## src/pll_scan_pkg.sv

```systemverilog
// constants for the pll reconfiguration scan chain: chain layout,
// counter field positions, code tables and buffering depth.
// assumes one system clock that also serves as the vco half-step clock.
`default_nettype none

package pll_scan_pkg;

   // chain geometry
   localparam int CHAIN_LEN  = 144;
   localparam int CNT_FIELD  = 18;
   localparam int NUM_CNT    = 7;
   localparam int NUM_POST   = 5;
   localparam int CNT_BITS   = 8;

   // counter order along the chain, from the first bit shifted in
   localparam int IDX_C4 = 0;
   localparam int IDX_C0 = 4;
   localparam int IDX_M  = 5;
   localparam int IDX_N  = 6;

   // bit positions inside one 18-bit counter field
   localparam int LO_OFS  = 0;
   localparam int BYP_OFS = 8;
   localparam int HI_OFS  = 9;
   localparam int ODD_OFS = 17;

   // charge pump and loop filter groups
   localparam int CP_BASE  = 126;
   localparam int LF_BASE  = 135;
   localparam int CP_W     = 3;
   localparam int LFR_OFS  = 0;
   localparam int LFR_W    = 5;
   localparam int LFC_OFS  = 5;
   localparam int LFC_W    = 2;

   // scan clock limit the controller keeps
   localparam int SCAN_MAX_MHZ = 100;

   // serial bit buffer
   localparam int FIFO_DEPTH = 16;
   localparam int FIFO_WIDTH = 1;

   // counter step widths: one system clock is half a vco cycle
   localparam int STEP_W = 10;
   localparam logic [STEP_W-1:0] STEP_BYPASS = 10'h002;
   localparam logic [STEP_W-1:0] STEP_ONE    = 10'h001;

   // pump current codes
   localparam logic [2:0] CP_CODE0 = 3'h0;
   localparam logic [2:0] CP_CODE1 = 3'h4;
   localparam logic [2:0] CP_CODE3 = 3'h6;
   localparam logic [2:0] CP_CODE7 = 3'h7;
   localparam logic [2:0] CP_SET0  = 3'h0;
   localparam logic [2:0] CP_SET1  = 3'h1;
   localparam logic [2:0] CP_SET3  = 3'h3;
   localparam logic [2:0] CP_SET7  = 3'h7;

   // capacitor codes
   localparam logic [1:0] LFC_CODE0 = 2'h0;
   localparam logic [1:0] LFC_CODE1 = 2'h1;
   localparam logic [1:0] LFC_CODE3 = 2'h3;

   // update sequencer
   typedef enum logic [1:0] {
      UPD_IDLE,
      UPD_DRAIN,
      UPD_APPLY
   } upd_state_e;

endpackage

`default_nettype wire

```

## src/pll_div_counter.sv

```systemverilog
// one pll divide counter with high/low counts, bypass and odd select.
// assumes each system clock is half a vco cycle, so the odd-select
// half-cycle shift is one step; new settings wait for the period end.
`timescale 1ns/1ps
`default_nettype none

module pll_div_counter (
   input  wire logic       ref_clk,
   input  wire logic       nrst,
   input  wire logic       loadStb,
   input  wire logic [7:0] highCount,
   input  wire logic [7:0] lowCount,
   input  wire logic       bypass,
   input  wire logic       oddSel,
   output logic            divClk,
   output logic            pending
);
   import pll_scan_pkg::*;

   logic [7:0]        hi_r;
   logic [7:0]        lo_r;
   logic              byp_r;
   logic              odd_r;
   logic              pend_r;
   logic [STEP_W-1:0] cnt_r;
   logic [STEP_W-1:0] cntNxt;
   logic [STEP_W-1:0] periodSteps;
   logic [STEP_W-1:0] highSteps;
   logic              wrap;

   always_comb begin
      if (byp_r) begin
         periodSteps = STEP_BYPASS;
         highSteps   = STEP_ONE;
      end else begin
         periodSteps = {1'b0, hi_r, 1'b0} + {1'b0, lo_r, 1'b0};
         // half cycle moved to low time
         highSteps   = {1'b0, hi_r, 1'b0} - {{(STEP_W-1){1'b0}}, odd_r};
      end
   end

   // a shrinking period must not strand the count above the new end
   assign wrap   = (cnt_r + STEP_ONE >= periodSteps);
   assign cntNxt = wrap ? '0 : cnt_r + STEP_ONE;

   // settings taken at own period end
   always_ff @(posedge ref_clk) begin
      if (!nrst) begin
         hi_r  <= '0;
         lo_r  <= '0;
         byp_r <= 1'b1;
         odd_r <= 1'b0;
      end else if (wrap && pend_r) begin
         hi_r  <= highCount;
         lo_r  <= lowCount;
         byp_r <= bypass;
         odd_r <= oddSel;
      end
   end

   always_ff @(posedge ref_clk) begin
      if (!nrst) begin
         pend_r <= 1'b0;
      end else if (loadStb) begin
         pend_r <= 1'b1;
      end else if (wrap) begin
         pend_r <= 1'b0;
      end
   end

   // high then low, falling at period split
   always_ff @(posedge ref_clk) begin
      if (!nrst) begin
         cnt_r  <= '0;
         divClk <= 1'b0;
      end else begin
         cnt_r  <= cntNxt;
         divClk <= (cntNxt < highSteps);
      end
   end

   assign pending = pend_r;

endmodule

`default_nettype wire

```

## src/pll_reconfig_scan_chain.sv

```systemverilog
// pll reconfiguration scan chain: serial capture, update sequencing,
// divide counters and bandwidth code decoding.
// assumes scan inputs are synchronous to ref_clk and that ref_clk is
// the vco half-step clock of the counters.
//
// Notes on behaviour
// - the image is one serial chain of exactly 144 bits.
// - bits enter on serial data input, shifted on scan clock.
// - apply strobe after last bit loads configuration from the chain.
// - each counter takes its new setting at its own period end.
// - post-scale counters hold 8-bit high and 8-bit low counts.
// - duty is high or low count over their sum.
// - skip bit set bypasses counter, divide by one, other bits ignored.
// - skip clear divides by high plus low, falling on rising edge.
// - odd select shifts half a cycle from high to low time.
// - 18 bits per counter, seven counters, nine pump, nine filter.
// - first bit shifted is low-count lsb of fifth post-scale counter.
// - last bit shifted is msb of the loop-filter group.
// - pump code accepts 000, 100, 110, 111 as 0, 1, 3, 7.
// - resistor code accepts 0,3,4,8,16,19,20,24,27,28,30 in binary.
// - capacitor code accepts 00, 01, 11 as 0, 1, 3.
// - bypass flag is bit 8 of each counter's 9-bit group.
// - done indicator rises on apply, falls when counters updated.
`timescale 1ns/1ps
`default_nettype none

module pll_reconfig_scan_chain (
   input  wire logic       ref_clk,
   input  wire logic       nrst,
   input  wire logic       scanClk,
   input  wire logic       scanClkEn,
   input  wire logic       scanData,
   input  wire logic       configUpdate,
   output logic            scanReady,
   output logic            scanDone,
   output logic [4:0]      postClk,
   output logic            fbClk,
   output logic            preClk,
   output logic [2:0]      pumpLevel,
   output logic [4:0]      filterRes,
   output logic [1:0]      filterCap,
   output logic            codeError
);
   import pll_scan_pkg::*;

   logic                 scanClkQ_r;
   logic                 scanRise;
   logic                 pushValid;
   logic                 popValid;
   logic                 popReady;
   logic                 popBit;
   logic                 shift;
   logic [CHAIN_LEN-1:0] chain_r;
   logic [CHAIN_LEN-1:0] cfg_r;
   logic                 loadStb_r;
   logic                 scanDone_r;
   logic [NUM_CNT-1:0]   divClk;
   logic [NUM_CNT-1:0]   pend;
   upd_state_e           state_r;
   logic [2:0]           pumpLevel_r;
   logic [4:0]           filterRes_r;
   logic [1:0]           filterCap_r;
   logic                 codeError_r;
   logic [CP_W-1:0]      cpCode;
   logic [LFR_W-1:0]     lfrCode;
   logic [LFC_W-1:0]     lfcCode;

   // scan clock is sampled as a plain input; one bit buffered per rising edge with scanClkEn high and room free
   always_ff @(posedge ref_clk) begin
      if (!nrst) begin
         scanClkQ_r <= 1'b0;
      end else begin
         scanClkQ_r <= scanClk;
      end
   end

   assign scanRise  = scanClk & ~scanClkQ_r;
   assign pushValid = scanRise & scanClkEn;
   // chain holds still while the image is being applied
   assign popReady  = (state_r != UPD_APPLY);
   assign shift     = popValid & popReady;

   scan_fifo #(
      .WIDTH (FIFO_WIDTH),
      .DEPTH (FIFO_DEPTH)
   ) u_fifo (
      .ref_clk  (ref_clk),
      .nrst     (nrst),
      .inValid  (pushValid),
      .inReady  (scanReady),
      .inData   (scanData),
      .outValid (popValid),
      .outReady (popReady),
      .outData  (popBit)
   );

   // first bit drifts down to position zero
   // last bit lands at the top
   always_ff @(posedge ref_clk) begin
      if (!nrst) begin
         chain_r <= '0;
      end else if (shift) begin
         chain_r <= {popBit, chain_r[CHAIN_LEN-1:1]};
      end
   end

   // apply waits for buffered bits to reach the chain
   always_ff @(posedge ref_clk) begin
      if (!nrst) begin
         state_r <= UPD_IDLE;
      end else begin
         unique case (state_r)
            UPD_IDLE: begin
               if (scanRise && configUpdate) begin
                  state_r <= UPD_DRAIN;
               end
            end
            UPD_DRAIN: begin
               if (!popValid) begin
                  state_r <= UPD_APPLY;
               end
            end
            UPD_APPLY: begin
               if (!loadStb_r && pend == '0) begin
                  state_r <= UPD_IDLE;
               end
            end
         endcase
      end
   end

   always_ff @(posedge ref_clk) begin
      if (!nrst) begin
         cfg_r     <= '0;
         loadStb_r <= 1'b0;
      end else begin
         loadStb_r <= (state_r == UPD_DRAIN) && !popValid;
         if ((state_r == UPD_DRAIN) && !popValid) begin
            cfg_r <= chain_r;
         end
      end
   end

   // done high while counters switch over
   always_ff @(posedge ref_clk) begin
      if (!nrst) begin
         scanDone_r <= 1'b0;
      end else if ((state_r == UPD_DRAIN) && !popValid) begin
         scanDone_r <= 1'b1;
      end else if (state_r == UPD_APPLY && !loadStb_r && pend == '0) begin
         scanDone_r <= 1'b0;
      end
   end

   // separate 8-bit high and low counts
   // bypass at bit 8 of the first group
   for (genvar k = 0; k < NUM_CNT; k++) begin : g_cnt
      pll_div_counter u_cnt (
         .ref_clk   (ref_clk),
         .nrst      (nrst),
         .loadStb   (loadStb_r),
         .highCount (cfg_r[k*CNT_FIELD+HI_OFS +: CNT_BITS]),
         .lowCount  (cfg_r[k*CNT_FIELD+LO_OFS +: CNT_BITS]),
         .bypass    (cfg_r[k*CNT_FIELD+BYP_OFS]),
         .oddSel    (cfg_r[k*CNT_FIELD+ODD_OFS]),
         .divClk    (divClk[k]),
         .pending   (pend[k])
      );
   end

   for (genvar i = 0; i < NUM_POST; i++) begin : g_post
      assign postClk[i] = divClk[IDX_C0-i];
   end

   assign fbClk     = divClk[IDX_M];
   assign preClk    = divClk[IDX_N];
   assign scanDone  = scanDone_r;
   assign pumpLevel = pumpLevel_r;
   assign filterRes = filterRes_r;
   assign filterCap = filterCap_r;
   assign codeError = codeError_r;

   assign cpCode  = cfg_r[CP_BASE +: CP_W];
   assign lfrCode = cfg_r[LF_BASE+LFR_OFS +: LFR_W];
   assign lfcCode = cfg_r[LF_BASE+LFC_OFS +: LFC_W];

   // illegal codes keep the previous setting so the loop never sees
   // an unsupported bandwidth; codeError reports the rejected load
   always_ff @(posedge ref_clk) begin
      if (!nrst) begin
         pumpLevel_r <= CP_SET0;
         filterRes_r <= '0;
         filterCap_r <= LFC_CODE0;
         codeError_r <= 1'b0;
      end else if (loadStb_r) begin
         codeError_r <= 1'b0;
         unique case (cpCode)
            CP_CODE0: pumpLevel_r <= CP_SET0;
            CP_CODE1: pumpLevel_r <= CP_SET1;
            CP_CODE3: pumpLevel_r <= CP_SET3;
            CP_CODE7: pumpLevel_r <= CP_SET7;
            default:  codeError_r <= 1'b1;
         endcase
         if (lfrCode inside {5'h00, 5'h03, 5'h04, 5'h08, 5'h10, 5'h13,
                             5'h14, 5'h18, 5'h1B, 5'h1C, 5'h1E}) begin
            filterRes_r <= lfrCode;
         end else begin
            codeError_r <= 1'b1;
         end
         if (lfcCode == LFC_CODE0 || lfcCode == LFC_CODE1 ||
             lfcCode == LFC_CODE3) begin
            filterCap_r <= lfcCode;
         end else begin
            codeError_r <= 1'b1;
         end
      end
   end
endmodule

`default_nettype wire

```

## src/scan_fifo.sv

```systemverilog
// small flip-flop fifo carrying scan bits toward the chain.
// assumes a single clock and synchronous active-low reset.
`timescale 1ns/1ps
`default_nettype none

module scan_fifo #(
   parameter int WIDTH = 1,
   parameter int DEPTH = 16
) (
   input  wire logic             ref_clk,
   input  wire logic             nrst,
   input  wire logic             inValid,
   output logic                  inReady,
   input  wire logic [WIDTH-1:0] inData,
   output logic                  outValid,
   input  wire logic             outReady,
   output logic      [WIDTH-1:0] outData
);
   localparam int PW = $clog2(DEPTH);

   logic [WIDTH-1:0] mem_r [DEPTH];
   logic [PW-1:0]    wrPtr_r;
   logic [PW-1:0]    rdPtr_r;
   logic [PW:0]      count_r;
   logic             push;
   logic             pop;

   assign inReady  = (count_r != (PW+1)'(DEPTH));
   assign outValid = (count_r != '0);
   assign outData  = mem_r[rdPtr_r];
   assign push     = inValid & inReady;
   assign pop      = outValid & outReady;

   always_ff @(posedge ref_clk) begin
      if (push) begin
         mem_r[wrPtr_r] <= inData;
      end
   end

   always_ff @(posedge ref_clk) begin
      if (!nrst) begin
         wrPtr_r <= '0;
         rdPtr_r <= '0;
         count_r <= '0;
      end else begin
         if (push) begin
            wrPtr_r <= (wrPtr_r == PW'(DEPTH-1)) ? '0 : wrPtr_r + 1'b1;
         end
         if (pop) begin
            rdPtr_r <= (rdPtr_r == PW'(DEPTH-1)) ? '0 : rdPtr_r + 1'b1;
         end
         if (push && !pop) begin
            count_r <= count_r + 1'b1;
         end else if (pop && !push) begin
            count_r <= count_r - 1'b1;
         end
      end
   end

endmodule

`default_nettype wire

```

## config.mk

```make
export PLATFORM = sky130hd
export DESIGN_NAME = pll_reconfig_scan_chain
export DESIGN_NICKNAME = d
export VERILOG_FILES = /design/src/pll_scan_pkg.sv /design/src/pll_div_counter.sv /design/src/pll_reconfig_scan_chain.sv /design/src/scan_fifo.sv
export SDC_FILE = /design/constraint.sdc
export NUM_CORES = 1
export LEC_CHECK = 0
export BUFFER_PORTS_ARGS = -buffer_cell sky130_fd_sc_hd__clkbuf_2
export CAP_MARGIN = 20
export CORE_MARGIN = 1.5
export CORE_UTILIZATION = 45
export DETAILED_ROUTE_END_ITERATION = 12
export PLACE_DENSITY = 0.61
export SYNTH_ARGS = -nofsm -noshare
export SYNTH_HDL_FRONTEND = slang
export SYNTH_SLANG_ARGS = --single-unit
```

## constraint.sdc

```tcl
create_clock -name ref_clk -period 12.5 [get_ports ref_clk]
set_input_delay 0.625 -clock ref_clk [delete_from_list [all_inputs] [get_ports ref_clk]]
set_output_delay 0.625 -clock ref_clk [all_outputs]
set_load 0.02 [all_outputs]
```

**Yosys cells after proc, flatten, opt, wreduce, memory -nomap -nowiden**

Memories as Yosys holds them, arrays and structs flattened. A register that Yosys moved wholly into a read port is not among the register bits.
Cells that the tools add are included.

- Memories kept: 1
- Memory bits (writable): 16
- Register bits after elaboration: 525
- Logic and storage cells: 225

- Mux-type cells: 51
- Equal/unequal tests: 24
- Bitwise gates (word level): 5
- $add $sub $neg: 25
- Reduce and logical (&&, ||, !) cells: 43
- Magnitude comparators: 14

Memories:

| name | depth | bits a word | read ports | clocked after memory_dff | write ports | RTL line | source |
|---|---|---|---|---|---|---|---|
| u_fifo.mem_r | 16 | 1 | 1 | 1 | 1 | scan_fifo.sv:21 | `logic [WIDTH-1:0] mem_r [DEPTH];` |

Operator list:

| kind | count |
|---|---|
| 10-bit two-way mux | 21 |
| 10-bit by 1-bit adder with 10-bit output (second input constant) | 7 |
| 9-bit by 9-bit adder with 10-bit output | 7 |
| 10-bit greater-or-equal comparator | 7 |
| 10-bit less-than comparator | 7 |
| 9-bit by 1-bit subtractor with 10-bit output | 7 |
| 5-bit equality test (second input constant) | 7 |
| 1-bit two-way mux | 21 |
| 2-bit nonzero test | 9 |
| 1-bit logical AND | 14 |
| 3-bit case mux with 4 select lines | 1 |
| 11-bit nonzero test | 1 |
| 5-bit two-way mux | 2 |
| 3-bit equality test (second input constant) | 3 |
| 4-bit by 1-bit adder with 4-bit output (second input constant) | 2 |
| 4-bit equality test (second input constant) | 2 |
| 4-bit two-way mux | 2 |
| 2-bit inequality test (second input constant) | 4 |
| 7-bit logical NOT | 1 |
| 2-bit two-way mux | 3 |
| 2-bit case mux with 3 select lines | 1 |
| 2-bit AND reduction | 3 |
| 5-bit by 1-bit adder with 5-bit output (second input constant) | 1 |
| 5-bit by 2-bit equality test with 1-bit output (second input constant) | 1 |
| 17 further kinds | 28 |

**Depth between registers and ports, before layout**

- Word-level depth: 8
- Mapped depth: 21
- Gate-level depth less buffers: 19

**Modules after synthesis**

A second synthesis with hierarchy kept.

- Cell total of the unflattened synthesis: 3,349
- Area total of the unflattened synthesis: 27,705.3 um2

Modules (own cells, without submodules):

| module | instances | area an instance (um2) | cells each |
|---|---|---|---|
| pll_div_counter | 7 | 2,145.8 | 272 |
| pll_reconfig_scan_chain | 1 | 11,073.1 | 1,311 |
| scan_fifo | 1 | 1,611.5 | 134 |

**Worst setup path before layout**

OpenSTA, ideal clock, no wires.

- Path kind: reg-to-reg
- Start point: reg g_cnt[0].u_cnt.hi_r[1]
- End point: reg g_cnt[0].u_cnt.divClk
- Data required time: 12,430 ps
- Stages on the path, launching flop included: 22
- Slack: 8,285 ps
- Library setup time: 70 ps
- Data arrival time: 4,145 ps
- Clock period less this slack: 4,215 ps
- Path buffers: 3
- Path through: dfxtp_1 clkbuf_1 inv_1 fa_1 nor2b_1 o21a_1 o21a_1 o21ai_0 a211o_1 ha_1 a211oi_1 o211ai_1 o21a_1 buf_2 buf_2 nor2_1 ha_1 a21o_1 a21o_1 a2111oi_0 o21ai_0 a21oi_1

- Longest elaborated chain between the ends: 5
- Elaborated cells on any way between the ends: 7
- Those cells by class: add/sub: 2; order compare: 2; mux: 3

RTL lines:

| element | RTL line | source |
|---|---|---|
| start: declaration | pll_div_counter.sv:20 | `logic [7:0] hi_r;` |
| start signal: assignment | pll_div_counter.sv:54 | `hi_r <= highCount;` |
| 9-bit by 9-bit adder with 10-bit output | pll_div_counter.sv:36 | `periodSteps = {1'b0, hi_r, 1'b0} + {1'b0, lo_r, 1'b0};` |
| 10-bit two-way mux | pll_div_counter.sv:32 | `if (byp_r) begin` |
| 10-bit greater-or-equal comparator | pll_div_counter.sv:43 | `assign wrap = (cnt_r + STEP_ONE >= periodSteps);` |
| 10-bit two-way mux | pll_div_counter.sv:44 | `assign cntNxt = wrap ? '0 : cnt_r + STEP_ONE;` |
| via g_cnt[0].u_cnt.cntNxt[5] | pll_div_counter.sv:26 | `logic [STEP_W-1:0] cntNxt;` |
| 10-bit less-than comparator | pll_div_counter.sv:78 | `divClk <= (cntNxt < highSteps);` |
| end signal: assignment | pll_div_counter.sv:78 |  |
| end: declaration | pll_div_counter.sv:15 | `output logic divClk,` |

The timed path passes the listed nets, and every way through them passes these cells.
A chain may end at the register's enable or synchronous reset.

**Final worst setup path**

Same ends and word-level chain as after synthesis.

==> flow_summary.yaml <==
critical_path:
  reg2reg_slack_ns: 7.45
  rr_startpoint: "g_cnt[0].u_cnt.hi_r[1]$_SDFFE_PN0P_"
  critPathLaunchType: "flip-flop"
  crit_required_ns: 13.02
  crit_start: "g_cnt[0].u_cnt.hi_r[1]$_SDFFE_PN0P_"
  reg2regPathDepth: 18
  worst_setup_path_end_kind: "flip-flop"
  rr_endpoint: "g_cnt[0].u_cnt.divClk$_SDFF_PN0_"
  critical_path_class: "reg2reg"
  arrival_ns: 5.57
  critPathMaxFanout: 28
outcome:
  status: "complete, no violations"
timing:
  setup_viol: 0
  post-route-min-period_ns: 5.05
  worst_clock_skew_ns: 0.0247
  worstMarginPinSlew_ns: 1.07
  report.final.slew_viol_count: 0
  relSlewSlack_pct: 28.4
  tns_ns: 0
  max_freq_ghz: 0.198
  rsz0062_at_grt: "false"
  fin_crit_sh_pct: 40.4
  finalWorstSetupSlack_ns: 7.45
  hold_violations: 0
synth:
  ys.flop_type: "dfxtp_1"
  ys_types: 57
  synth_compound_area_share_pct: 12.5
  synthAdderAreaFrac_pct: 10.4
  ys_seq_elements: 535
  synth_mux_area_share_pct: 4.66
  yosysSeqAreaShare_pct: 40.7
  synthArstFlopShare_pct: 0
  synth_top_family_by_area: "simple AND/OR/NAND/NOR gates"
  synthesis.nets: 3559
  synth_edf_count: 16
  yosys_warnings: 0
  yosys.area_share.simple_pct: 22.6
  synth_xor_area_share_pct: 4.04
  syn_area_mm2: 0.0267
  synth_cells: 3336
  syn_area_per_cell_um2: 8.00
clocking:
  cts_tree: "yes"
  clockBufferDepth: 3
  clockRootBuffer: "clkbuf_16"
  clock_sinks: 535
  post_cts_resized: 0
  clk_pin_slew_ns: 0.06
  insertion_delay_ns: 0.61
  numCtsBuffers: 57
  cts_setup_buffers: 0
  htreeDepth: 2
  ctsHoldBuffers: 0
grt:
  grt.overflow.total: 0
  grt_max_degree: 179
  grt_pass1_wl_mm: 96.6
  antenna_found_initial: 1
  grt_pass1_vias: 20500
  grt_use_total_pct: 18.8
min_path:
  hp-start: "scanClk"
  whs_path_depth: 2
  hold_path_end: "scanClkQ_r$_SDFF_PN0_"
  hold_path_class: "in2reg"
drt:
  drtPass1Iterations: 5
  drtIter0Drc: 1158
  drt_drc_violations_left: 0
  wirelength_mm: 57.6
  wl_per_cell_um: 14.1
  routed_via_density: 5.24
  vias: 21300
  ant_nets: 0
cells_and_area:
  fin_cells: 4071
  regArea_mm2: 0.0109
  multiInputGateArea_mm2: 0.0145
  fin_util_pct: 49.3
  final_cell_mix: "907 x nand2_1, 519 x dfxtp_1, 374 x a21oi_1, 250 x nor2_1, 209 x ha_1"
  final_common_cell: "nand2_1"
  area.growth.synth_to_final_pct: 8.69
  nets: 3474
  num-fill-cells: 5620
  drive_gt1_share_pct: 5.55
floorplanning:
  start_util_pct: 45.4
  fp.dieW_um: 247
  core_area_mm2: 0.0588
  rows: 89
  pin_count: 26
  die-area_mm2: 0.0608
  die_h_um: 247
place:
  io_buffer_count: 25
  dp_slack_ns: 7.63
  gp_congestion: 0.852
  dp.cells: 3964
  dpl.hpwl_mm: 38.7
power:
  irDropWorstVdd_uv: 294
  p_per_area_mw_per_mm2: 159
  power_leakage_nw: 11.0
run:
  drv_cap: 0
==> cells in the mapped netlist, drive strengths merged (13+ instances only) <==
library cell    n  area (µm²)
buf            77         460
dfxtp         519       10400
or2            36         225
xnor2          41         359
nor2          250         938
edfxtp         16         480
o21ai          78         390
mux2i         113        1130
xor2           82         718
nor2b          15        93.8
o21a           24         180
a211oi         13        97.6
a21o           16         120
nor3           35         175
nand3          71         355
nand2         908        3410
nand4          22         138
ha            209        2620
nor4           13        87.6
clkbuf        103         387
inv           131         492
or3            19         119
nand2b         26         163
a21oi         375        1880
and3           16         100
==> layout make-up <==
cell class	instances	share of cell area [%]
Antenna cell	1	0.00863
Sequential cell	535	37.5
Timing Repair Buffer	36	0.798
Clock inverter	27	1.17
Clock buffer	78	5.47
Multi-Input combinational cell	2490	50.0
Tap cell	773	3.33
Inverter	131	1.73
==> worst max path at each step <==
stage	to	slack, ns	cells after the start
5_1_grt	g_cnt[0].u_cnt.divClk$_SDFF_PN0_	7.21	18
6_report	g_cnt[0].u_cnt.divClk$_SDFF_PN0_	7.45	18
3_3_place_gp	g_cnt[0].u_cnt.divClk$_SDFF_PN0_	7.82	18
3_5_place_dp	g_cnt[0].u_cnt.divClk$_SDFF_PN0_	7.63	17
2_1_floorplan	g_cnt[0].u_cnt.divClk$_SDFF_PN0_	8.29	21
4_1_cts	g_cnt[0].u_cnt.divClk$_SDFF_PN0_	7.59	17
==> critical path: stages, from the launching register on <==
cell       delay, ns
dfxtp_1         0.47
inv_1           0.10
fa_1            0.41
nor2b_1         0.16
o21a_1          0.16
o21a_1          0.16
o21ai_0         0.10
a211o_1         0.27
ha_1            0.30
a211oi_1        0.10
a32oi_1         0.33
o21a_1          0.79
nor2_1          0.13
ha_1            0.36
a21o_1          0.19
a21o_1          0.17
a2111oi_0       0.50
o21ai_0         0.14
a21oi_1         0.13
==> per-layer routing <==
layer	vias up	track usage (%)	share of wire [%]
met5	-	0	0
met4	0	5.67	2.0
met3	80	2.47	3.2
met2	266	33.2	49
met1	10000	23.7	46
li1	11000	-	-
==> metrics by stage <==
stage | hold slack (ns) | cell area (µm²) | power, mW
final | 0.262 | 29000 | 4.60
after global routing | 0.256 | 29000 | 4.84
after CTS | 0.233 | 29000 | 4.65
after detailed placement | 0.447 | 27100 | 2.90
after global placement | 0.439 | 27100 | 2.88
after floorplan | 0.430 | 26700 | 2.68
==> registers in the layout (all words and copies together) (netlist names), 3 cells and up <==
register and flops:
u_fifo.rdPtr_r 4, cfg_r 136, g_cnt.u_cnt.divClk 7, g_cnt.u_cnt.cnt_r 70, u_fifo.mem_r 16, g_cnt.u_cnt.hi_r 56
chain_r 144, u_fifo.wrPtr_r 4, g_cnt.u_cnt.odd_r 7, g_cnt.u_cnt.pending 7, g_cnt.u_cnt.lo_r 56, g_cnt.u_cnt.byp_r 7
u_fifo.count_r 5, filterRes 5, pumpLevel 3
==> power breakdown <==
part / switching, mW / total [mW] / internal, mW
Clock: 0.701 / 1.73 / 1.03
Sequential: 0.0717 / 1.84 / 1.77
Combinational: 0.764 / 1.02 / 0.259
Total: 1.54 / 4.60 / 3.06
==> logic make-up (layout without fill, tap and decap cells) <==
kind of cell | Yosys count | after routing
XOR/XNOR | 123 | 123
other | 0 | 1
AO/OA/AOI/OAI | 587 | 587
adder cells (fa/ha/maj) | 217 | 217
multiplexers | 118 | 118
buffers and inverters | 311 | 272
flip-flops | 535 | 535
AND/OR/NAND/NOR | 1445 | 1445
Note: power is estimated with default switching activity, not from simulation.
